==> src/rtl/flash_host_cfg.svh <==
`ifndef FLASH_HOST_CFG_SVH
`define FLASH_HOST_CFG_SVH

// Flash pin timing in 10 ns cycles
`define SETUP_CYC 2
`define STROBE_CYC 6
`define HOLD_CYC 2
`define PD_LOW_CYC 10
`define PD_WAKE_CYC 100
`define CNT_W 8

// Register byte offsets
`define CMD_OFS 12'h000
`define ADDR_OFS 12'h004
`define WDATA_OFS 12'h008
`define STATUS_OFS 12'h00c

`define CMD_OP_LSB 0
`define CMD_OP_MSB 3
`define CMD_VHH_BIT 4
`define CMD_ALT_BIT 5

`define ST_BUSY_BIT 0
`define ST_RYBY_BIT 1
`define ST_SUSP_BIT 2
`define ST_REFUSED_BIT 3
`define ST_MODE_LSB 4
`define ST_MODE_MSB 5
`define ST_SRDY_BIT 6
`define ST_RDATA_LSB 8
`define ST_RDATA_MSB 15

// Operation codes
`define OP_READ_ARRAY 4'h0
`define OP_READ_ID 4'h1
`define OP_READ_STATUS 4'h2
`define OP_CLEAR_STATUS 4'h3
`define OP_ERASE 4'h4
`define OP_PROGRAM 4'h5
`define OP_SUSPEND 4'h6
`define OP_RESUME 4'h7
`define OP_LOCK_BLOCK 4'h8
`define OP_LOCK_MASTER 4'h9
`define OP_UNLOCK_ALL 4'ha
`define OP_READ 4'hb
`define OP_POWER_DOWN 4'hc

// Flash command codes
`define FC_READ_ARRAY 8'hff
`define FC_READ_ID 8'h90
`define FC_READ_STATUS 8'h70
`define FC_CLEAR_STATUS 8'h50
`define FC_ERASE_SETUP 8'h20
`define FC_CONFIRM 8'hd0
`define FC_PROGRAM 8'h40
`define FC_PROGRAM_ALT 8'h10
`define FC_SUSPEND 8'hb0
`define FC_LOCK_SETUP 8'h60
`define FC_LOCK_BLOCK 8'h01
`define FC_LOCK_MASTER 8'hf1

// Status ready bit
`define SR_READY_BIT 7

// Reset values
`define CMD_RST 6'h00
`define ADDR_RST 21'h00_0000
`define BYTE_RST 8'h00

`endif

==> src/rtl/flash_host_pkg.sv <==
package flash_host_pkg;

    typedef enum logic [2:0] {SEQ_IDLE, SEQ_FIRST, SEQ_SECOND, SEQ_PD_LOW, SEQ_PD_WAKE} seq_state_t;

    typedef enum logic [1:0] {CYC_IDLE, CYC_SETUP, CYC_STROBE, CYC_HOLD} cyc_state_t;

    typedef enum logic [1:0] {MODE_ARRAY, MODE_ID, MODE_STATUS} read_mode_t;

    typedef enum logic [1:0] {SEC_NONE, SEC_WRITE, SEC_READ} second_kind_t;

endpackage

==> src/rtl/flash_host_controller.sv <==
// Behaviour
// - Strobe returns high before each read
// - Erase is 20 then D0, same address (each cycle takes addr_q as it starts; an ADDR write in between moves the D0)
// - Never output and write enable both low
// - Only defined command codes are written
//
// Decided for this implementation: the APB interface to the registers and the address map.
`timescale 1ns/1ps
`include "flash_host_cfg.svh"

module flash_host_controller
    import flash_host_pkg::*;
(
    input wire logic pclk,
    input wire logic presetn,
    input wire logic clk_en,
    input wire logic [11:0] paddr,
    input wire logic psel,
    input wire logic penable,
    input wire logic pwrite,
    input wire logic [31:0] pwdata,
    output logic [31:0] prdata,
    output logic pready,
    output logic pslverr,
    output logic [20:0] flash_addr,
    input wire logic [7:0] flash_dq_i,
    output logic [7:0] flash_dq_o,
    output logic flash_dq_oe,
    output logic flash_ce_n,
    output logic flash_oe_n,
    output logic flash_we_n,
    output logic powerdown_reset_n,
    output logic high_voltage_level,
    input wire logic ready_busy_n
);

    // Registers
    logic [5:0] cmd_q;
    logic [20:0] addr_q;
    logic [7:0] wdata_q;
    logic [7:0] rdata_q;
    logic refused_q;
    logic suspended_q;
    logic vhh_q;
    logic [31:0] prdata_q;
    read_mode_t mode_q;
    seq_state_t state_q;
    second_kind_t sec_q;
    logic [7:0] code2_q;
    logic [3:0] op_q;
    logic [`CNT_W-1:0] cnt_q;
    logic cyc_start_q;
    logic cyc_write_q;
    logic [7:0] cyc_wdata_q;
    logic cyc_done;
    logic [7:0] cyc_rdata;

    // Bus decode
    wire setup_ph = psel && !penable && clk_en;
    wire access_ph = psel && penable && clk_en;
    wire hit_cmd = (paddr == `CMD_OFS);
    wire hit_addr = (paddr == `ADDR_OFS);
    wire hit_wdata = (paddr == `WDATA_OFS);
    wire hit_status = (paddr == `STATUS_OFS);
    wire hit_any = hit_cmd || hit_addr || hit_wdata || hit_status;
    wire wr_cmd = access_ph && pwrite && hit_cmd;
    wire wr_addr = access_ph && pwrite && hit_addr;
    wire wr_wdata = access_ph && pwrite && hit_wdata;
    wire wr_status = access_ph && pwrite && hit_status;
    wire idle = (state_q == SEQ_IDLE);
    wire [3:0] new_op = pwdata[`CMD_OP_MSB:`CMD_OP_LSB];
    wire new_alt = pwdata[`CMD_ALT_BIT];

    assign pready = clk_en;
    assign pslverr = psel && penable && !hit_any;
    assign prdata = prdata_q;

    // Operation decode
    logic dec_valid;
    logic dec_first;
    second_kind_t dec_second;
    logic [7:0] dec_code1;
    logic [7:0] dec_code2;

    always_comb
    begin
        dec_valid = 1'b1;
        dec_first = 1'b1;
        dec_second = SEC_NONE;
        dec_code1 = `FC_READ_ARRAY;
        dec_code2 = `FC_CONFIRM;
        unique case (new_op)
            `OP_READ_ARRAY: dec_code1 = `FC_READ_ARRAY;
            `OP_READ_ID:
            begin
                dec_code1 = `FC_READ_ID;
                dec_second = SEC_READ;
            end
            `OP_READ_STATUS:
            begin
                dec_code1 = `FC_READ_STATUS;
                dec_second = SEC_READ;
            end
            `OP_CLEAR_STATUS: dec_code1 = `FC_CLEAR_STATUS;
            `OP_ERASE:
            begin
                dec_code1 = `FC_ERASE_SETUP;
                dec_second = SEC_WRITE;
            end
            `OP_PROGRAM:
            begin
                dec_code1 = new_alt ? `FC_PROGRAM_ALT : `FC_PROGRAM;
                dec_code2 = wdata_q;
                dec_second = SEC_WRITE;
            end
            `OP_SUSPEND: dec_code1 = `FC_SUSPEND;
            `OP_RESUME: dec_code1 = `FC_CONFIRM;
            `OP_LOCK_BLOCK:
            begin
                dec_code1 = `FC_LOCK_SETUP;
                dec_code2 = `FC_LOCK_BLOCK;
                dec_second = SEC_WRITE;
            end
            `OP_LOCK_MASTER:
            begin
                dec_code1 = `FC_LOCK_SETUP;
                dec_code2 = `FC_LOCK_MASTER;
                dec_second = SEC_WRITE;
            end
            `OP_UNLOCK_ALL:
            begin
                dec_code1 = `FC_LOCK_SETUP;
                dec_second = SEC_WRITE;
            end
            `OP_READ:
            begin
                dec_first = 1'b0;
                dec_second = SEC_READ;
            end
            `OP_POWER_DOWN: dec_first = 1'b0;
            default: dec_valid = 1'b0;
        endcase
    end

    wire wsm_running = !ready_busy_n && !suspended_q;
    wire refuse_ra = (new_op == `OP_READ_ARRAY) && wsm_running;
    wire refuse_cs = (new_op == `OP_CLEAR_STATUS) && suspended_q;
    wire refuse = !idle || !dec_valid || refuse_ra || refuse_cs;
    wire go = wr_cmd && !refuse;

    // Register writes and readback
    always_ff @(posedge pclk or negedge presetn)
    begin
        if (!presetn)
        begin
            cmd_q <= `CMD_RST;
            addr_q <= `ADDR_RST;
            wdata_q <= `BYTE_RST;
            refused_q <= 1'b0;
            vhh_q <= 1'b0;
        end
        else if (clk_en)
        begin
            if (go)
            begin
                cmd_q <= pwdata[5:0];
                vhh_q <= pwdata[`CMD_VHH_BIT];
            end
            if (wr_addr)
                addr_q <= pwdata[20:0];
            if (wr_wdata)
                wdata_q <= pwdata[7:0];
            if (wr_cmd && refuse)
                refused_q <= 1'b1;
            else if (wr_status && pwdata[`ST_REFUSED_BIT])
                refused_q <= 1'b0;
        end
    end

    logic [31:0] status_word;
    always_comb
    begin
        status_word = '0;
        status_word[`ST_BUSY_BIT] = !idle;
        status_word[`ST_RYBY_BIT] = ready_busy_n;
        status_word[`ST_SUSP_BIT] = suspended_q;
        status_word[`ST_REFUSED_BIT] = refused_q;
        status_word[`ST_MODE_MSB:`ST_MODE_LSB] = mode_q;
        // completion flag of last status read
        status_word[`ST_SRDY_BIT] = (mode_q == MODE_STATUS) && rdata_q[`SR_READY_BIT];
        status_word[`ST_RDATA_MSB:`ST_RDATA_LSB] = rdata_q;
    end

    wire [31:0] read_mux = hit_cmd ? 32'(cmd_q) :
        hit_addr ? 32'(addr_q) :
        hit_wdata ? 32'(wdata_q) :
        hit_status ? status_word : '0;

    always_ff @(posedge pclk or negedge presetn)
    begin
        if (!presetn)
            prdata_q <= '0;
        else if (setup_ph && !pwrite)
            prdata_q <= read_mux;
    end

    // Sequencer
    wire finish = ((state_q == SEQ_FIRST) && cyc_done && (sec_q == SEC_NONE)) ||
                  ((state_q == SEQ_SECOND) && cyc_done) ||
                  ((state_q == SEQ_PD_WAKE) && (cnt_q == '0));

    always_ff @(posedge pclk or negedge presetn)
    begin
        if (!presetn)
        begin
            state_q <= SEQ_IDLE;
            sec_q <= SEC_NONE;
            code2_q <= `BYTE_RST;
            op_q <= `OP_READ_ARRAY;
            cnt_q <= '0;
            cyc_start_q <= 1'b0;
            cyc_write_q <= 1'b0;
            cyc_wdata_q <= `BYTE_RST;
            rdata_q <= `BYTE_RST;
        end
        else if (clk_en)
        begin
            cyc_start_q <= 1'b0;
            unique case (state_q)
                SEQ_IDLE:
                begin
                    if (go)
                    begin
                        op_q <= new_op;
                        sec_q <= dec_second;
                        code2_q <= dec_code2;
                        if (new_op == `OP_POWER_DOWN)
                        begin
                            state_q <= SEQ_PD_LOW;
                            cnt_q <= `CNT_W'(`PD_LOW_CYC - 1);
                        end
                        else
                        begin
                            state_q <= dec_first ? SEQ_FIRST : SEQ_SECOND;
                            cyc_start_q <= 1'b1;
                            cyc_write_q <= dec_first;
                            cyc_wdata_q <= dec_code1;
                        end
                    end
                end
                SEQ_FIRST:
                begin
                    if (cyc_done && sec_q != SEC_NONE)
                    begin
                        state_q <= SEQ_SECOND;
                        cyc_start_q <= 1'b1;
                        cyc_write_q <= (sec_q == SEC_WRITE);
                        cyc_wdata_q <= code2_q;
                    end
                    else if (cyc_done)
                        state_q <= SEQ_IDLE;
                end
                SEQ_SECOND:
                begin
                    if (cyc_done)
                    begin
                        state_q <= SEQ_IDLE;
                        if (sec_q == SEC_READ)
                            rdata_q <= cyc_rdata;
                    end
                end
                SEQ_PD_LOW:
                begin
                    if (cnt_q == '0)
                    begin
                        state_q <= SEQ_PD_WAKE;
                        cnt_q <= `CNT_W'(`PD_WAKE_CYC - 1);
                    end
                    else
                        cnt_q <= cnt_q - 1'b1;
                end
                SEQ_PD_WAKE:
                begin
                    if (cnt_q == '0)
                        state_q <= SEQ_IDLE;
                    else
                        cnt_q <= cnt_q - 1'b1;
                end
                default: state_q <= SEQ_IDLE;
            endcase
        end
    end

    // Shadow of the device read mode
    always_ff @(posedge pclk or negedge presetn)
    begin
        if (!presetn)
        begin
            mode_q <= MODE_ARRAY;
            suspended_q <= 1'b0;
        end
        else if (clk_en && finish)
        begin
            unique case (op_q)
                `OP_READ_ARRAY: mode_q <= MODE_ARRAY;
                `OP_READ_ID: mode_q <= MODE_ID;
                `OP_READ_STATUS: mode_q <= MODE_STATUS;
                `OP_CLEAR_STATUS, `OP_READ: mode_q <= mode_q;
                `OP_POWER_DOWN:
                begin
                    mode_q <= MODE_ARRAY;
                    suspended_q <= 1'b0;
                end
                `OP_SUSPEND:
                begin
                    mode_q <= MODE_STATUS;
                    suspended_q <= 1'b1;
                end
                `OP_RESUME:
                begin
                    mode_q <= MODE_STATUS;
                    suspended_q <= 1'b0;
                end
                default: mode_q <= MODE_STATUS;
            endcase
        end
    end

    // Pins
    assign powerdown_reset_n = (state_q != SEQ_PD_LOW);
    assign high_voltage_level = vhh_q;

    // each read ends with strobes high
    flash_bus_cycle cycle_engine (
        .pclk(pclk),
        .presetn(presetn),
        .clk_en(clk_en),
        .start(cyc_start_q),
        .is_write(cyc_write_q),
        .addr(addr_q),
        .wdata(cyc_wdata_q),
        .dq_i(flash_dq_i),
        .ce_n(flash_ce_n),
        .oe_n(flash_oe_n),
        .we_n(flash_we_n),
        .addr_o(flash_addr),
        .dq_o(flash_dq_o),
        .dq_oe(flash_dq_oe),
        .rdata(cyc_rdata),
        .done(cyc_done)
    );

endmodule

==> src/rtl/flash_bus_cycle.sv <==
`timescale 1ns/1ps
`include "flash_host_cfg.svh"

module flash_bus_cycle
    import flash_host_pkg::*;
(
    input wire logic pclk,
    input wire logic presetn,
    input wire logic clk_en,
    input wire logic start,
    input wire logic is_write,
    input wire logic [20:0] addr,
    input wire logic [7:0] wdata,
    input wire logic [7:0] dq_i,
    output logic ce_n,
    output logic oe_n,
    output logic we_n,
    output logic [20:0] addr_o,
    output logic [7:0] dq_o,
    output logic dq_oe,
    output logic [7:0] rdata,
    output logic done
);

    cyc_state_t state_q;
    logic [`CNT_W-1:0] cnt_q;
    logic write_q;
    wire cnt_zero = (cnt_q == '0);

    // One write or read cycle: setup, strobe low, strobe high with hold
    always_ff @(posedge pclk or negedge presetn)
    begin
        if (!presetn)
        begin
            state_q <= CYC_IDLE;
            cnt_q <= '0;
            write_q <= 1'b0;
            ce_n <= 1'b1;
            oe_n <= 1'b1;
            we_n <= 1'b1;
            addr_o <= `ADDR_RST;
            dq_o <= `BYTE_RST;
            dq_oe <= 1'b0;
            rdata <= `BYTE_RST;
            done <= 1'b0;
        end
        else if (clk_en)
        begin
            done <= 1'b0;
            unique case (state_q)
                CYC_IDLE:
                begin
                    if (start)
                    begin
                        state_q <= CYC_SETUP;
                        cnt_q <= `CNT_W'(`SETUP_CYC - 1);
                        write_q <= is_write;
                        addr_o <= addr;
                        dq_o <= wdata;
                        dq_oe <= is_write;
                        ce_n <= 1'b0;
                    end
                end
                CYC_SETUP:
                begin
                    if (cnt_zero)
                    begin
                        state_q <= CYC_STROBE;
                        cnt_q <= `CNT_W'(`STROBE_CYC - 1);
                        we_n <= !write_q;
                        oe_n <= write_q;
                    end
                    else
                        cnt_q <= cnt_q - 1'b1;
                end
                CYC_STROBE:
                begin
                    if (cnt_zero)
                    begin
                        state_q <= CYC_HOLD;
                        cnt_q <= `CNT_W'(`HOLD_CYC - 1);
                        we_n <= 1'b1;
                        oe_n <= 1'b1;
                        if (!write_q)
                            rdata <= dq_i;
                    end
                    else
                        cnt_q <= cnt_q - 1'b1;
                end
                CYC_HOLD:
                begin
                    if (cnt_zero)
                    begin
                        state_q <= CYC_IDLE;
                        ce_n <= 1'b1;
                        dq_oe <= 1'b0;
                        done <= 1'b1;
                    end
                    else
                        cnt_q <= cnt_q - 1'b1;
                end
            endcase
        end
    end

endmodule

==> config.mk <==
export PLATFORM = sky130hd
export DESIGN_NAME = flash_host_controller
export DESIGN_NICKNAME = d
export VERILOG_FILES = /design/src/rtl/flash_host_pkg.sv /design/src/rtl/flash_host_controller.sv /design/src/rtl/flash_bus_cycle.sv
export VERILOG_INCLUDE_DIRS = /design/src /design/src/rtl
export SDC_FILE = /design/constraint.sdc
export NUM_CORES = 1
export LEC_CHECK = 0
export ABC_AREA = 1
export BUFFER_PORTS_ARGS = -buffer_cell sky130_fd_sc_hd__buf_2
export CORE_MARGIN = 1.5
export CORE_UTILIZATION = 30
export DETAILED_ROUTE_END_ITERATION = 8
export GPL_TIMING_DRIVEN = 0
export PLACE_DENSITY = 0.49
export SLEW_MARGIN = 10
export SYNTH_ARGS = -nofsm -noshare
export SYNTH_HDL_FRONTEND = slang
export SYNTH_SLANG_ARGS = --single-unit
==> constraint.sdc <==
create_clock -name pclk -period 1.72 [get_ports pclk]
set_input_delay 0.086 -clock pclk [delete_from_list [all_inputs] [get_ports pclk]]
set_output_delay 0.086 -clock pclk [all_outputs]
set_load 0.01 [all_outputs]
### Word-level counts from Yosys, hierarchy flattened

Cells that the tools add are included.

* add/sub/neg operators: 2
* eq/ne operators: 44
* multiplexer cells: 61
* bitwise logic cells: 2
* reduce and logical (&&, ||, !) cells: 81

Operator list (count)
* $mux 8: 11
* $pmux 8 s8: 1
* $pmux 8 s3: 2
* $mux 21: 2
* $mux 16: 2
* $pmux 8 s4: 1
* $eq 4x4->1 const B: 7
* $eq 12x4->1 const B: 2
* $eq 4x3->1 const B: 6
* $logic_and 1x1->1: 24
* $reduce_and 4->1: 5
* $mux 1: 18
* $logic_not 8->1: 2
* $pmux 8 s2: 1
* $sub 8x1->8 const B: 2
* $mux 3: 5
* $pmux 3 s5: 1
* $reduce_and 5->1: 3
* $ne 2x1->1 const B: 7
* $pmux 1 s2: 7
* $reduce_or 13->1: 1
* $eq 12x3->1 const B: 1
* $eq 4x2->1 const B: 3
* $logic_not 12->1: 1
* other kinds (26): 75

* register bits: 168
* output and inout bits: 69
* logic and storage cells: 218

### Depth between registers and ports, before layout

* depth in word-level cells: 11
* gate-level depth with buffers: 12

### By module

From an unflattened synthesis, not the netlist that was laid out.

* cell total of the unflattened synthesis: 948
* area, all modules: 8016.4 sq um

By module, submodules not included
* flash_host_controller: times used 1, cells each 717, area an instance 5581.6 sq um
* flash_bus_cycle: times used 1, cells each 231, area an instance 2434.8 sq um

### Worst setup path before layout

OpenSTA, ideal clock, no wires.

* path kind: reg2reg
* start: register cycle_engine.state_q[0]
* end: register cycle_engine.addr_o[10]
* library setup time: 125 ps
* data arrival time: 1536 ps
* path slack: 59 ps
* cell stages (with the launch flop): 6
* buffers on the path: 1
* period minus slack after synthesis: 1661 ps
* path through: dfrtp_1 inv_1 ha_1 nand3_1 buf_2 mux2_2

* longest elaborated chain between the ends: 2

RTL lines
* start: declaration: RTL line flash_bus_cycle.sv:25 `cyc_state_t state_q;`
* start signal: assignment: RTL line flash_bus_cycle.sv:35 `state_q <= CYC_IDLE;`
* start signal: assignment: RTL line flash_bus_cycle.sv:55 `state_q <= CYC_SETUP;`
* start signal: assignment: RTL line flash_bus_cycle.sv:68 `state_q <= CYC_STROBE;`
* $logic_not 2->1: RTL line flash_bus_cycle.sv:50 `unique case (state_q)`
* $reduce_and 3->1 (no source line)
* end signal: assignment: RTL line flash_bus_cycle.sv:41 `` addr_o <= `ADDR_RST; ``
* end signal: assignment: RTL line flash_bus_cycle.sv:58 `addr_o <= addr;`
* end: declaration: RTL line flash_bus_cycle.sv:18 `output logic [20:0] addr_o,`

Every way passes these cells.
A chain may end at the register's enable or synchronous reset.

### Worst setup path after layout

* start: register state_q[1]
* end: register cyc_wdata_q[2]

* longest elaborated chain between the ends: 9

RTL lines
* start: declaration: RTL line flash_host_controller.sv:47 `seq_state_t state_q;`
* start signal: assignment: RTL line flash_host_controller.sv:244 `state_q <= dec_first ? SEQ_FIRST : SEQ_SECOND;`
* $logic_not 3->1: RTL line flash_host_controller.sv:70, flash_host_controller.sv:229
* $logic_not 1->1: RTL line flash_host_controller.sv:148 `wire refuse = !idle || !dec_valid || refuse_ra || refuse_cs;`
* $logic_or 1x1->1 (3 in series): RTL line flash_host_controller.sv:148
* $logic_not 1->1: RTL line flash_host_controller.sv:149 `wire go = wr_cmd && !refuse;`
* $logic_and 1x1->1: RTL line flash_host_controller.sv:149
* $ne 2x1->1 (no source line)
* $reduce_and 5->1 (no source line)
* end signal: assignment: RTL line flash_host_controller.sv:223 `` cyc_wdata_q <= `BYTE_RST; ``
* end signal: assignment: RTL line flash_host_controller.sv:247 `cyc_wdata_q <= dec_code1;`
* end signal: assignment: RTL line flash_host_controller.sv:258 `cyc_wdata_q <= code2_q;`
* end: declaration: RTL line flash_host_controller.sv:54 `logic [7:0] cyc_wdata_q;`

Several ways; a longest one is shown, not always the timed one.

==> results_dict.tcl <==
set metrics [dict create \
    finalClockSkew_ns 0.01483 \
    status "finished, final reports clean" \
    min_path_type "in2reg" \
    cp_data_required_time_ns 2.08 \
    gp_congestion 0.8465 \
    yosys-top-cells-area "dfrtp_1 51%, nand2_1 12%, mux2_2 4.6%" \
    remaining_drc_errors 0 \
    maxSlewViolCount 0 \
    drt.antenna.violating_nets 0 \
    num_io_pins 128 \
    grt_pass1_wl_mm 33.23 \
    ys_seq_area_share_pct 51.95 \
    path_cells "nor2_4, nand2_4, nor2_4, nand2_2, nor2_4, nand2_8, nand2_8, clkbuf_16, nand3_1, nand2_1" \
    switching_share_pct 36.28 \
    worst_pin_slew_ns 0.5397 \
    cpPeakStageDelay_ns 0.44 \
    dp_hpwl_mm 14.99 \
    setup_viol_count_final 0 \
    ys_types 44 \
    finalHoldViolations 0 \
    whs_path_depth 3 \
    grt_pass1_vias 6163 \
    cts-root-buf "clkbuf_16" \
    grt_max_degree 92 \
    dpl_worst_slack_ns -0.4970 \
    syn-instance-count 857 \
    p_seq_share_pct 35.6 \
    numCtsBuffers 17 \
    critPathBufInv 1 \
    route.vias.total 6299 \
    ys_dominant_reg_cell "dfrtp_1" \
    ys_seq_elements 156 \
    vdd_ir_drop_max_mv 0.5335 \
    synth_top_area_cell "dfrtp_1" \
    dieArea_mm2 0.02603 \
    diodes 0 \
    rsz0062_at_grt "yes" \
    leakagePower_uw 0.005048 \
    syn_to_final_growth_pct 30.69 \
    final_common_cell "nand2_1" \
    fin_crit_sh_pct 95.91 \
    fin_hold_ws_ns 0.04833 \
    critPathKind "reg2reg" \
    drtPass1Iterations 4 \
    cp_slowest_cell "dfrtp_2" \
    powerDensity_mw_per_mm2 1313 \
    die_h_um 161.3 \
    cp_top_family "simple AND/OR/NAND/NOR gates" \
    cpMostUsedCell "nor2_4" \
    cts_buffer_depth 2 \
    r2r_cells 10 \
    layout_min_cycle_time_ns 1.650 \
    vias_per_cell 4.574 \
    clock.fmax_ghz 0.6062 \
    start_util_pct 30.75 \
    final.setup.worst_slack_ns 0.07040 \
    internal_power_uw 8224 \
    pwr-share-clk_pct 29.8 \
    die_w_um 161.3 \
    tns_ns 0 \
    drive_above_1_share_pct 28.30 \
    routed_wl_mm 20.74 \
    portBuffers 102 \
    max_slew_margin_pct 64.02 \
    antenna_found_initial 0 \
    max_cap_violations 0 \
    async_flop_share_pct 100.0 \
    power.switching_uw 4683 \
    rows 57 \
    drt_iter0_drc 293 \
    worst_setup_path_end_kind "flip-flop" \
    path_depth 10 \
    grt_overflow 0 \
    pwr-share-comb_pct 34.6 \
    finalNetCount 1106 \
    final_cell_mix "226 x nand2_1, 150 x dfrtp_1, 108 x buf_2" \
    syn_area_per_cell_um2 8.777 \
    cp_max_fo 8 \
    cts_sinks 156 \
    cts_tree "yes" \
    clkSlewWorstSetupHoldPaths_ns 0.07 \
    h-tree-depth 4 \
    synth_top_area_share_pct 50.90 \
    arrival_ns 2.01 \
    yosys_warnings 0 \
    cp-start-kind "flip-flop" \
    synthesis.area_mm2 0.007522 \
    grt_usage_pct 16.29 \
    synth-edff-count 0 \
    clock_latency_ns 0.44 \
    wire_per_inst_um 15.06 \
    core-area_mm2 0.02446 \
]
[worst paths after layout]
| kind | start | to | slack, ns |
|---|---|---|---|
| worst max-delay path | state_q[1] | cyc_wdata_q[2] | 0.07 |
| worst min-delay path | pwdata[2] | cmd_q[2] | 0.05 |
| worst max register to register | state_q[1] | cyc_wdata_q[2] | 0.07 |
| worst min register to register | addr_q[16] | addr_q[16] | 0.47 |
| max in group asynchronous | presetn | cycle_engine.we_n | 0.64 |
| min in group asynchronous | presetn | wdata_q[6] | 0.20 |
[cells by family (layout without fill, tap and decap cells)]
kind of cell	count (synthesis)	after routing	share of synthesized area, %
AO/OA/AOI/OAI	137	137	10.36
XOR/XNOR	9	9	1.048
adder cells (fa/ha/maj)	7	7	1.164
buffers and inverters	125	310	7.236
flip-flops	156	156	51.95
multiplexers	31	31	4.641
other	1	11	0.04985
AND/OR/NAND/NOR	391	392	23.55
[cell usage after synthesis (3+ instances only)]
cell type / number
ha_1: 7
buf_4: 12
nand2_2: 4
nor2_1: 44
o21ai_0: 60
nor2_4: 7
nand2_4: 3
mux2_2: 31
o31ai_1: 5
inv_1: 82
buf_2: 12
nor3_1: 13
nor2_2: 3
dfstp_2: 3
nor3b_1: 3
inv_2: 7
o21ai_2: 4
nand2_1: 236
xor2_1: 8
dfrtp_1: 153
clkbuf_1: 8
o21ai_1: 18
nand4_1: 8
nand3_1: 62
a21oi_1: 21
o211ai_1: 13
o22ai_1: 7
[sequential cells by signal, summed over array words and instances, names as in the netlist, 3 cells and up]
signal / count
addr_q: 21
cmd_q: 6
cnt_q: 8
code2_q: 8
cyc_wdata_q: 8
cycle_engine.addr_o: 21
cycle_engine.cnt_q: 8
cycle_engine.dq_o: 8
cycle_engine.rdata: 8
op_q: 4
prdata: 21
rdata_q: 8
state_q: 3
wdata_q: 8
[power groups by stage]
stage | logic, uW | registers (uW) | clock network, uW
detailed placement | 3400 | 4640 | 0
floorplan | 2440 | 4610 | 0
global placement | 3360 | 4630 | 0
finish | 4460 | 4600 | 3850
CTS | 3880 | 4590 | 3940
global route | 4960 | 4660 | 4070
[cell type report]
class / instances / area [um2]
Fill cell: 2484 / 14630
Sequential cell: 156 / 3911
Multi-Input combinational cell: 587 / 3314
Timing Repair Buffer: 154 / 1033
Clock buffer: 19 / 452.9
Tap cell: 324 / 405.4
Inverter: 91 / 344.1
Buffer: 33 / 221.5
Clock inverter: 13 / 147.6
[what timing repair did]
action / CTS / global route
pin swaps: 8 / 12
hold endpoints to repair: 94 / 0
setup buffers: 12 / 12
cloned: 0 / 2
hold buffers: 26 / 0
resized for setup: 32 / 41
endpoints found under the setup margin: 92 / 89
[stage by stage]
stage	instances	instance area (um2)	total power [uW]	util [%]
2_1_floorplan	867	7560	7057	-
3_3_place_gp	1293	8476	7995	34.65
3_5_place_dp	1294	8513	8040	34.80
4_1_cts	1363	9580	12410	39.16
5_1_grt	1377	9831	13690	40.19
6_report	1377	9831	12910	40.19
[worst min-delay path: cells and delay by family]
family          cells  cell delay, ns
compound gates      1            0.06
buf+inv             1            0.16
simple gates        1            0.13
[routing by layer]
metal | GRT usage (%) | wire length (um)
met1 | 22.63 | 10150
met2 | 25.77 | 9744
met3 | 2.517 | 522
met4 | 5.724 | 328
met5 | 0 | 0
(Power assumes the default switching activity.)
